## src/usage_log_cfg.svh

```systemverilog
`ifndef USAGE_LOG_CFG_SVH
`define USAGE_LOG_CFG_SVH
// How it works
// [RULE1] Sample every 4 s to 60 min.
// [RULE2] Enable takes effect at next power-up.
// [RULE3] Log entries go to non-volatile store.
// [RULE4] Sample five quantities each interval.
// [RULE5] Periodic circular entry of five quantities.
// [RULE6] Same interval bumps selected memory counter.
// [RULE7] Counters yield total powered-on time.
// [RULE8] Room for 750 entries, four counters.
// [RULE9] Checksum covers entries and counters.
// [RULE10] Extra entry on memory, volume, battery change.
// [RULE11] Optional entry on large ambient change.
// [RULE12] Fitting software reads out the log.
// [RULE13] Full buffer wraps, overwrites oldest, rechecksums; code adds the new entry but keeps the overwritten one in the sum.

// -----------------------------------------------------------------------------
// Timing
// -----------------------------------------------------------------------------
`define LOG_CLK_HZ        100_000_000
`define LOG_TICK_MS       1
`define LOG_TICK_CYCLES   (`LOG_CLK_HZ / 1000 * `LOG_TICK_MS)
`define LOG_MIN_PERIOD_S  4
`define LOG_MAX_PERIOD_S  3600
`define LOG_MIN_PERIOD_MS (`LOG_MIN_PERIOD_S * 1000)
`define LOG_MAX_PERIOD_MS (`LOG_MAX_PERIOD_S * 1000)

// -----------------------------------------------------------------------------
// Store layout, in words
// -----------------------------------------------------------------------------
`define LOG_ENTRIES       750
`define LOG_COUNTERS      4
`define LOG_CNT_BASE      16'h0000
`define LOG_ENTRY_BASE    16'h0010
`define LOG_SUM_ADDR      16'h0008
`define LOG_PTR_ADDR      16'h0009
`define LOG_FLAG_ADDR     16'h000A
`define LOG_SUM_RESET     32'h0000_0000
`endif

```

## src/usage_log_pkg.sv

```systemverilog
package usage_log_pkg;
  typedef struct packed {
    logic [7:0] battery;
    logic [7:0] volume;
    logic [1:0] memory;
    logic [2:0] environment;
    logic [7:0] ambient;
  } sample_s;

  typedef struct packed {
    logic        req;
    logic        wr;
    logic [15:0] addr;
    logic [31:0] wdata;
  } nvm_req_s;

  typedef enum logic [6:0] {
    ST_IDLE  = 7'b000_0001,
    ST_RDCNT = 7'b000_0010,
    ST_WRENT = 7'b000_0100,
    ST_WRCNT = 7'b000_1000,
    ST_WRPTR = 7'b001_0000,
    ST_WRSUM = 7'b010_0000,
    ST_WAIT  = 7'b100_0000
  } log_state_e;
endpackage : usage_log_pkg

```

## src/log_tick_gen.sv

```systemverilog
`timescale 1ns/1ns
`include "usage_log_cfg.svh"
module log_tick_gen
  import usage_log_pkg::*;
#(
  parameter int TICK_CYCLES = `LOG_TICK_CYCLES
) (
  // Clock and reset
  input  wire logic        clk,
  input  wire logic        rst,
  // Control
  input  wire logic        run,
  input  wire logic [21:0] periodMs,
  // Events
  output logic             sampleTick
);
  logic [31:0] divCnt_q;
  logic [31:0] divCnt_d;
  logic [21:0] msCnt_q;
  logic [21:0] msCnt_d;
  logic        msTick;
  logic [21:0] period;

  always_comb begin
    // [RULE1] clamp the interval
    if (periodMs < 22'(`LOG_MIN_PERIOD_MS)) begin
      period = 22'(`LOG_MIN_PERIOD_MS);
    end else if (periodMs > 22'(`LOG_MAX_PERIOD_MS)) begin
      period = 22'(`LOG_MAX_PERIOD_MS);
    end else begin
      period = periodMs;
    end
    msTick   = run && (divCnt_q == 32'(TICK_CYCLES - 1));
    divCnt_d = (!run || msTick) ? 32'h0000_0000 : divCnt_q + 32'h0000_0001;
    sampleTick = msTick && (msCnt_q >= period - 22'h00_0001);
    if (!run || sampleTick) begin
      msCnt_d = 22'h00_0000;
    end else if (msTick) begin
      msCnt_d = msCnt_q + 22'h00_0001;
    end else begin
      msCnt_d = msCnt_q;
    end
  end

  always_ff @(posedge clk) begin
    if (rst) begin
      divCnt_q <= 32'h0000_0000;
      msCnt_q  <= 22'h00_0000;
    end else begin
      divCnt_q <= divCnt_d;
      msCnt_q  <= msCnt_d;
    end
  end
endmodule : log_tick_gen

```

## src/input_sync.sv

```systemverilog
`timescale 1ns/1ns
module input_sync #(
  parameter int W = 1
) (
  // Clock and reset
  input  wire logic         clk,
  input  wire logic         rst,
  // Data
  input  wire logic [W-1:0] async,
  output logic      [W-1:0] synced
);
  logic [W-1:0] s1_q;
  logic [W-1:0] s2_q;
  logic [W-1:0] s3_q;
  logic [W-1:0] out_d;

  // Bits settle only when the second and third stages agree.
  always_comb begin
    for (int i = 0; i < W; i++) begin
      out_d[i] = (s2_q[i] == s3_q[i]) ? s3_q[i] : synced[i];
    end
  end

  always_ff @(posedge clk) begin
    if (rst) begin
      s1_q   <= '0;
      s2_q   <= '0;
      s3_q   <= '0;
      synced <= '0;
    end else begin
      s1_q   <= async;
      s2_q   <= s1_q;
      s3_q   <= s2_q;
      synced <= out_d;
    end
  end
endmodule : input_sync

```

## src/usage_datalogger.sv

```systemverilog
`timescale 1ns/1ns
`include "usage_log_cfg.svh"
module usage_datalogger
  import usage_log_pkg::*;
#(
  parameter int TICK_CYCLES = `LOG_TICK_CYCLES,
  parameter int ENTRIES     = `LOG_ENTRIES
) (
  // Clock and reset
  input  wire logic        clk,
  input  wire logic        rst,
  // Configuration
  input  wire logic        logEnable,
  input  wire logic        powerUp,
  input  wire logic [21:0] periodMs,
  input  wire logic        levelTrigEn,
  input  wire logic [7:0]  levelThreshold,
  // Instrument state, from pins
  input  wire sample_s     sampleIn,
  // Non-volatile store
  output nvm_req_s         nvmReq,
  input  wire logic        nvmAck,
  input  wire logic [31:0] nvmRdata,
  // Status
  output logic             logging,
  output logic [31:0]      checksum,
  output logic [15:0]      writePtr,
  output logic             wrapped
);
  // ---------------------------------------------------------------------------
  // Inputs and interval
  // ---------------------------------------------------------------------------
  sample_s sample;
  logic    sampleTick;

  // [RULE4] sample all quantities
  input_sync #(.W($bits(sample_s))) u_sync (
    .clk    (clk),
    .rst    (rst),
    .async  (sampleIn),
    .synced (sample)
  );

  log_tick_gen #(.TICK_CYCLES(TICK_CYCLES)) u_tick (
    .clk        (clk),
    .rst        (rst),
    .run        (logging),
    .periodMs   (periodMs),
    .sampleTick (sampleTick)
  );

  // ---------------------------------------------------------------------------
  // State
  // ---------------------------------------------------------------------------
  log_state_e  state_q,   state_d;
  logic        armed_q,   armed_d;
  logic        run_q,     run_d;
  sample_s     last_q,    last_d;
  sample_s     ent_q,     ent_d;
  logic        periodic_q, periodic_d;
  logic        pendP_q,   pendP_d;
  logic        pendC_q,   pendC_d;
  logic [31:0] cnt_q,     cnt_d;
  logic [31:0] sum_q,     sum_d;
  logic [15:0] ptr_q,     ptr_d;
  logic        wrap_q,    wrap_d;
  logic        powerUpQ;
  logic        changed;
  logic [7:0]  ambDiff;
  nvm_req_s    req;

  // An entry word is the zero-extended sample. A plain sum is cheap to keep current,
  // but it cannot tell which slot a word sits in.
  function automatic logic [31:0] entryWord(input sample_s s);
    entryWord = {3'b000, s};
  endfunction : entryWord

  always_comb begin
    ambDiff = (sample.ambient > last_q.ambient) ? sample.ambient - last_q.ambient
                                                : last_q.ambient - sample.ambient;
    // [RULE10] tracked state change
    changed = (sample.memory != last_q.memory) || (sample.volume != last_q.volume)
           || (sample.battery != last_q.battery);
    // [RULE11] optional ambient trigger
    if (levelTrigEn && (ambDiff > levelThreshold)) begin
      changed = 1'b1;
    end
  end

  always_comb begin
    state_d    = state_q;
    armed_d    = armed_q;
    run_d      = run_q;
    last_d     = last_q;
    ent_d      = ent_q;
    periodic_d = periodic_q;
    pendP_d    = pendP_q || (run_q && sampleTick);
    pendC_d    = pendC_q || (run_q && changed && state_q == ST_IDLE);
    cnt_d      = cnt_q;
    sum_d      = sum_q;
    ptr_d      = ptr_q;
    wrap_d     = wrap_q;
    req        = '0;
    // [RULE2] enable waits for power-up
    if (!logEnable) begin
      armed_d = 1'b0;
      run_d   = 1'b0;
    end else if (!armed_q) begin
      armed_d = 1'b1;
    end else if (powerUp && !powerUpQ) begin
      run_d = 1'b1;
    end
    // Follow the inputs while stopped, so that a start does not log a false change.
    if (!run_q) begin
      last_d = sample;
    end
    unique case (state_q)
      ST_IDLE: begin
        if (run_q && (pendP_q || pendC_q)) begin
          ent_d      = sample;
          last_d     = sample;
          periodic_d = pendP_q;
          // A tick that lands while a change entry is taken must stay pending.
          pendP_d    = sampleTick;
          pendC_d    = 1'b0;
          state_d    = pendP_q ? ST_RDCNT : ST_WRENT;
        end
      end
      ST_RDCNT: begin
        req.req  = 1'b1;
        req.addr = `LOG_CNT_BASE + {14'h0000, ent_q.memory};
        if (nvmAck) begin
          cnt_d   = nvmRdata;
          state_d = ST_WRENT;
        end
      end
      ST_WRENT: begin
        // [RULE5] append circular entry
        req.req   = 1'b1;
        req.wr    = 1'b1;
        req.addr  = `LOG_ENTRY_BASE + ptr_q;
        req.wdata = entryWord(ent_q);
        if (nvmAck) begin
          // [RULE9] checksum on update
          sum_d = sum_q + entryWord(ent_q);
          // [RULE13] wrap to slot zero
          if (ptr_q == 16'(ENTRIES - 1)) begin
            ptr_d  = 16'h0000;
            wrap_d = 1'b1;
          end else begin
            ptr_d = ptr_q + 16'h0001;
          end
          state_d = periodic_q ? ST_WRCNT : ST_WRPTR;
        end
      end
      ST_WRCNT: begin
        // [RULE6] bump memory counter
        req.req   = 1'b1;
        req.wr    = 1'b1;
        req.addr  = `LOG_CNT_BASE + {14'h0000, ent_q.memory};
        req.wdata = cnt_q + 32'h0000_0001;
        if (nvmAck) begin
          // [RULE7] counters track on-time
          sum_d   = sum_q + 32'h0000_0001;
          state_d = ST_WRPTR;
        end
      end
      ST_WRPTR: begin
        req.req   = 1'b1;
        req.wr    = 1'b1;
        req.addr  = `LOG_PTR_ADDR;
        req.wdata = {15'h0000, wrap_q, ptr_q};
        if (nvmAck) begin
          state_d = ST_WRSUM;
        end
      end
      ST_WRSUM: begin
        // [RULE3] persist checksum
        req.req   = 1'b1;
        req.wr    = 1'b1;
        req.addr  = `LOG_SUM_ADDR;
        req.wdata = sum_q;
        if (nvmAck) begin
          state_d = ST_WAIT;
        end
      end
      ST_WAIT: begin
        state_d = ST_IDLE;
      end
      default: begin
        state_d = ST_IDLE;
      end
    endcase
  end

  always_ff @(posedge clk) begin
    if (rst) begin
      state_q    <= ST_IDLE;
      armed_q    <= 1'b0;
      run_q      <= 1'b0;
      powerUpQ   <= 1'b0;
      last_q     <= '0;
      ent_q      <= '0;
      periodic_q <= 1'b0;
      pendP_q    <= 1'b0;
      pendC_q    <= 1'b0;
      cnt_q      <= 32'h0000_0000;
      sum_q      <= `LOG_SUM_RESET;
      ptr_q      <= 16'h0000;
      wrap_q     <= 1'b0;
      nvmReq     <= '0;
    end else begin
      state_q    <= state_d;
      armed_q    <= armed_d;
      run_q      <= run_d;
      powerUpQ   <= powerUp;
      last_q     <= last_d;
      ent_q      <= ent_d;
      periodic_q <= periodic_d;
      pendP_q    <= pendP_d;
      pendC_q    <= pendC_d;
      cnt_q      <= cnt_d;
      sum_q      <= sum_d;
      ptr_q      <= ptr_d;
      wrap_q     <= wrap_d;
      nvmReq     <= req;
    end
  end

  // [RULE8] 750 slots, four counters
  assign logging  = run_q;
  assign checksum = sum_q;
  assign writePtr = ptr_q;
  assign wrapped  = wrap_q;
endmodule : usage_datalogger

```

## config.mk

```make
export PLATFORM = sky130hd
export DESIGN_NAME = usage_datalogger
export DESIGN_NICKNAME = d
export VERILOG_FILES = /design/src/usage_log_pkg.sv /design/src/log_tick_gen.sv /design/src/input_sync.sv /design/src/usage_datalogger.sv
export VERILOG_INCLUDE_DIRS = /design/src
export SDC_FILE = /design/constraint.sdc
export NUM_CORES = 1
export LEC_CHECK = 0
export ABC_AREA = 1
export ABC_CLOCK_PERIOD_IN_PS = 5800
export BUFFER_PORTS_ARGS = -buffer_cell sky130_fd_sc_hd__buf_2
export CAP_MARGIN = 25
export CORE_UTILIZATION = 53
export DETAILED_ROUTE_END_ITERATION = 7
export PLACE_DENSITY = 0.83
export SLEW_MARGIN = 20
export SYNTH_ARGS = -nofsm -noshare
export SYNTH_HDL_FRONTEND = slang
export SYNTH_HIERARCHICAL = 1
export SYNTH_SLANG_ARGS = --single-unit
```

## constraint.sdc

```tcl
create_clock -name clk -period 5.8 [get_ports clk]
set_input_delay 0.87 -clock clk [delete_from_list [all_inputs] [get_ports clk]]
set_output_delay 0.87 -clock clk [all_outputs]
set_load 0.01 [all_outputs]
```

# Word level (Yosys, flattened, before mapping)
# Cells that the tools add are included.
# totals
reg_bits	372
output_inout_bits	100
in_bits	97
word_cells	181
# classes
n_eq_ne	46
bitwise_logic	1
add_sub_neg	10
magnitude_cmp	5
n_mux	29
reduce_logical	31
# ops
operator	count
32-bit one-hot mux with 4 select lines	1
32-bit by 1-bit adder with 32-bit output, second input constant	3
29-bit two-way mux	3
32-bit two-way mux	2
16-bit one-hot mux with 4 select lines	1
32-bit one-hot mux with 2 select lines	1
22-bit two-way mux	2
7-bit two-way mux	6
7-bit one-hot mux with 6 select lines	1
32-bit by 29-bit adder with 32-bit output	1
32-bit by 17-bit == test with 1-bit output, second input constant	1
1-bit == test	29
22-bit by 1-bit adder with 22-bit output, second input constant	1
22-bit >= comparator	1
22-bit > comparator, second input constant	1
22-bit by 12-bit less-than comparator with 1-bit output, second input constant	1
22-bit by 1-bit subtractor with 22-bit output, second input constant	1
16-bit by 1-bit adder with 16-bit output, second input constant	1
5-bit by 16-bit adder with 16-bit output, first input constant	1
16-bit by 10-bit == test with 1-bit output, second input constant	1
8-bit > comparator	2
16-bit two-way mux	1
8-bit != test	2
8-bit subtractor	2
other kinds (24)	56

# Logic depth before layout (Yosys ltp)
# depth
ltp_word	10
ltp_mapped	27
depth_no_buf	25

# Hierarchy
# Netlist, hierarchy kept.
# modules_own_cells
module	area_each_um2	cells_per_inst	instances	seq_area_each_um2
usage_datalogger	12162.9	1902	1	3983.8
log_tick_gen	4519.3	708	1	1081.0
input_sync	3558.4	391	1	2322.2

# Worst setup path before layout
# No wires, ideal clock.
# synth_path
path_kind	input-to-reg
startpoint	in periodMs[17]
endpoint	reg u_tick.msCnt_q[15]
stages	27
required_time_ps	5683
path_buffers	3
setup_time_ps	117
arrival_time_ps	3579
slack_ps	2104
cell_sequence	inv_1 > nor2_1 > nand3_2 > nor2_2 > nand2_1 > nand2_1 > nand2_2 > buf_6 > buf_6 > nand3_1 > ha_1 > nand3_4 > nor2_4 > nand3_1 > nand2_1 > nand2_1 > ha_1 > nand2_1 > inv_1 > nand3_1 > nor3_1 > o21ai_0 > nand4_1 > nand2_1 > nand2_1 > buf_2 > nor2_1
# synth_via
elab_chain_cells	8
elab_cells_between_ends	9
cone_classes	add/sub (1); order compare (3); mux (2); reduce/logical (3)
# synth_lines
element	line_no	text
start, declared	usage_datalogger.sv:15	input wire logic [21:0] periodMs,
22-bit > comparator	log_tick_gen.sv:28	end else if (periodMs > 22'(`LOG_MAX_PERIOD_MS)) begin
22-bit two-way mux	log_tick_gen.sv:28	
22-bit two-way mux *	log_tick_gen.sv:26	if (periodMs < 22'(`LOG_MIN_PERIOD_MS)) begin
22-bit by 1-bit subtractor with 22-bit output *	log_tick_gen.sv:35	sampleTick = msTick && (msCnt_q >= period - 22'h00_0001);
22-bit >= comparator *	log_tick_gen.sv:35	
1-bit logical AND *	log_tick_gen.sv:35	
1-bit logical OR *	log_tick_gen.sv:36	if (!run || sampleTick) begin
2-bit OR reduction (no source line) *	n/a	
end signal, assigned	log_tick_gen.sv:51	msCnt_q <= msCnt_d;
end, declared	log_tick_gen.sv:19	logic [21:0] msCnt_q;
# Every way passes the cells marked *; elsewhere a longest branch is shown, timed or not.
# A chain may end at the register's enable or synchronous reset.

# Final worst setup path
# layout_path
startpoint	in periodMs[17]
endpoint	reg u_tick.msCnt_q[16]
# Same word-level chain as after synthesis.

==> results.rst <==
.. list-table::
   :header-rows: 1

   * - Metric
     - Value
   * - Nature of the critical path startpoint
     - primary input
   * - Total via count in the routed design
     - 19500
   * - Detail Placement HPWL
     - 41600 um
   * - Total routing usage reported by global routing
     - 28.3%
   * - Number of resized instances in the post-cts repair step
     - 0
   * - Initial antenna violation count
     - 0
   * - Sequential fraction of design power
     - 46.3%
   * - Mean post-synth cell area
     - 6.74 um2
   * - Port Buffers
     - 196
   * - Starting DRC count in detailed routing
     - 1613
   * - Filler cell count in the final layout
     - 3509
   * - Maximum number of pins on one net before global-route repair
     - 144
   * - Commonest non-fill, non-tap cell in the layout
     - sky130_fd_sc_hd__nand2_1
   * - Clk Tree Root Cell
     - sky130_fd_sc_hd__clkbuf_16
   * - Storage element area
     - 7390 um2
   * - Clock sink count
     - 369
   * - Total count of hold-check failures in the final report
     - 0
   * - Final clock skew
     - 25.0 ps
   * - Outcome
     - finished clean
   * - Data arrival time of the worst path
     - 4600 ps
   * - Worst min-delay path class
     - reg2reg
   * - Placement Rows
     - 71
   * - Number of nets produced by synthesis
     - 3183
   * - CTS tree
     - built
   * - Share of total power in the clock network
     - 45.2%
   * - Number of primary I/O pins
     - 197
   * - Number of synthesis warnings
     - 6
   * - Data required time at the worst endpoint
     - 6210 ps
   * - Cell Count Post-Placement
     - 3627
   * - Worst-path clk slew
     - 60 ps
   * - Final TNS setup
     - 0 ps
   * - Number of max-capacitance violations reported
     - 0
   * - Net switching power
     - 1420 uW
   * - Peak supply drop
     - 342 uV
   * - Final worst-path cycle share
     - 72.1%
   * - Distinct cell type count of the synthesized netlist
     - 55
   * - Sequential-to-total area share from yosys stat
     - 36.5%
   * - Number of buffers inserted for hold repair after clock tree synthesis
     - 0
   * - Global-route wire length before repair
     - 88700 um
   * - Area of the multi-input gates
     - 10500 um2
   * - Clock insertion delay at the later pin of the skew report
     - 570 ps
   * - Number of diodes added for antenna fixing
     - 0
   * - Minimum clock period
     - 4180 ps
   * - # DRC
     - 0
   * - Non-filler cells in the finished layout
     - 3696
   * - Number of endpoints failing setup at the final stage
     - 0
   * - Worst-Margin Slew
     - 1010 ps
   * - CORE AREA
     - 37700 um2
   * - Post-detailed-route wirelength per cell
     - 15.1 um
   * - Netlist area before placement
     - 20200 um2
   * - Flop and latch count out of synthesis
     - 369
   * - Comb power frac
     - 8.5%
   * - Endpoint class of the critical path
     - register
   * - Relative slew slack
     - 32.7%
   * - Post-route ant nets
     - 0
   * - Drt via density
     - 5.28
   * - Initial Utilization
     - 53.7%
   * - Vias in the first global route
     - 17600
   * - Fin nets
     - 3341
   * - Layout area overhead
     - 12.5%
   * - Pins Over Slew Limit
     - 0
   * - Total power divided by cell area
     - 249 nW/um2
   * - Startpoint-to-endpoint class of the critical path
     - in2reg
   * - Unrepaired setup endpoints after global routing
     - false
   * - Routed Wire Length
     - 56000 um
   * - Fmax
     - 0.239 GHz
   * - Number of buffers between clock root and the deepest sink
     - 3
   * - GP Congestion
     - 1.01
   * - CTS HTree Levels
     - 2
   * - Width of the chip
     - 197 um
   * - Buffers inserted by post-CTS timing repair
     - 0
   * - Initial DRT Pass Iterations
     - 5
   * - Total leakage power
     - 0.0103 uW
   * - Switching share of power
     - 25.1%
   * - Fraction of final layout cells with drive strength greater than 1
     - 11.9%
   * - Number of buffers added by the clock tree synthesis step
     - 39
   * - Internal power consumption
     - 4250 uW
   * - Leading cell types in the layout, fill and taps excluded
     - 602 x sky130_fd_sc_hd__nand2_1, 482 x sky130_fd_sc_hd__inv_1, 403 x sky130_fd_sc_hd__nor2_1, 369 x sky130_fd_sc_hd__dfxtp_1, 260 x sky130_fd_sc_hd__a21oi_1
   * - Cells after Synth
     - 3001
   * - Sum of overflow across all layers after global routing
     - 0
   * - Die Footprint
     - 39000 um2
   * - Height of the chip
     - 197 um
   * - Top fanout value on the critical path
     - 29
## cells by family after synthesis
group                      after synthesis  share of synthesized area, %
DFF                                    369                          36.5
buffers and inverters                  587                          11.7
AOI/OAI and AO/OA                      495                          13.1
adders and majority gates               85                          5.37
xor gates and xnor gates                77                          3.37
and+or+nand+nor                       1388                          30.0
## routing by layer
layer / routed length, um / global-route usage (%) / vias up
met5: 0 / 0 / -
met4: 1970 / 11.5 / 0
met3: 5110 / 6.16 / 112
met2: 25000 / 45.3 / 727
met1: 23900 / 36.9 / 8804
li1: - / - / 9855
## power by group through the flow
stage               clock, uW  combinational (uW)  sequential [uW]
floorplan                   0                 338             2670
global placement            0                 470             2680
detailed placement          0                 474             2680
CTS                      2580                 477             2620
global route             2690                 538             2630
finish                   2560                 481             2620
## final timing paths
kind | from | end | slack [ps] | depth (start not counted)
setup / recovery | periodMs[17] | u_tick/msCnt_q[16] | 1620 | 25
hold / removal | u_sync/s1_q[18] | u_sync/s2_q[18] | 400 | 2
setup reg to reg | state_q[3] | checksum[31] | 2360 | 16
hold reg to reg | u_sync/s1_q[18] | u_sync/s2_q[18] | 400 | 2
## layout make-up
cell class,instances,area share [%]
Clock inverter,16,0.830
Multi-Input combinational cell,2045,46.1
Tap cell,511,2.81
Inverter,499,8.24
Clock buffer,51,4.93
Timing Repair Buffer,205,4.70
Sequential cell,369,32.4
## sequential cells by signal (all words and copies together), names as in the netlist, named ones only
name and flops:
armed_q 1, checksum 32, cnt_q 32, ent_q 29, last_q 26, logging 1
nvmReq 50, pendC_q 1, periodic_q 1, powerUpQ 1, state_q 7, u_sync/s1_q 29
u_sync/s2_q 29, u_sync/s3_q 29, u_sync/synced 29, u_tick/divCnt_q 32, u_tick/msCnt_q 22, wrapped 1
writePtr 16
## cells in the mapped netlist, drive strengths merged
cell type | number | area, um2
a211oi | 6 | 50.1
o211ai | 10 | 80.1
inv | 498 | 1870
a21boi | 4 | 30.0
nor2b | 1 | 6.26
o21ai | 178 | 928
nor2 | 443 | 1790
nand2 | 614 | 2340
a31oi | 8 | 50.1
or2 | 7 | 43.8
nor4b | 1 | 8.76
nand4 | 56 | 350
xnor2 | 30 | 270
xor2 | 47 | 412
ha | 82 | 1030
a22oi | 1 | 7.51
a21o | 2 | 15.0
clkbuf | 41 | 156
nand3b | 4 | 30.0
o21a | 3 | 22.5
fa | 3 | 60.1
nor3 | 65 | 357
a21oi | 262 | 1320
nor4 | 15 | 93.8
nor3b | 14 | 110
o22ai | 17 | 106
o21bai | 3 | 26.3
a41oi | 1 | 8.76
nand3 | 168 | 933
buf | 47 | 335
dfxtp | 369 | 7390
clkinv | 1 | 3.75
## critical path: stages
cell and delay, ps:
sky130_fd_sc_hd__buf_2 100, sky130_fd_sc_hd__inv_1 60, sky130_fd_sc_hd__nor2_1 110, sky130_fd_sc_hd__nand3_2 100, sky130_fd_sc_hd__nor2_2 100, sky130_fd_sc_hd__nand2_1 50
sky130_fd_sc_hd__nand2_1 60, sky130_fd_sc_hd__nand2_2 320, sky130_fd_sc_hd__nand3_2 230, sky130_fd_sc_hd__ha_1 260, sky130_fd_sc_hd__nand3_4 140, sky130_fd_sc_hd__nor2_4 210
sky130_fd_sc_hd__nand3_1 100, sky130_fd_sc_hd__nand2_1 70, sky130_fd_sc_hd__nand2_1 60, sky130_fd_sc_hd__ha_1 260, sky130_fd_sc_hd__nand2_1 40, sky130_fd_sc_hd__inv_1 60
sky130_fd_sc_hd__nand3_1 100, sky130_fd_sc_hd__nor3_1 200, sky130_fd_sc_hd__o21ai_0 120, sky130_fd_sc_hd__nand4_1 170, sky130_fd_sc_hd__nand2_1 70, sky130_fd_sc_hd__nand2_1 590
sky130_fd_sc_hd__nor2_1 120
## metrics by stage
step	setup slack (ps)	hold slack, ps	area, um2	utilization (%)	power (uW)
6_report	1620	401	22800	60.5	5670
5_1_grt	1210	410	22800	60.5	5850
4_1_cts	1600	401	22800	60.4	5680
3_5_place_dp	1030	392	21400	56.9	3150
3_3_place_gp	1150	390	21400	56.9	3150
2_1_floorplan	2100	388	20200	-	3010
Note: power is estimated with default switching activity, not from simulation.
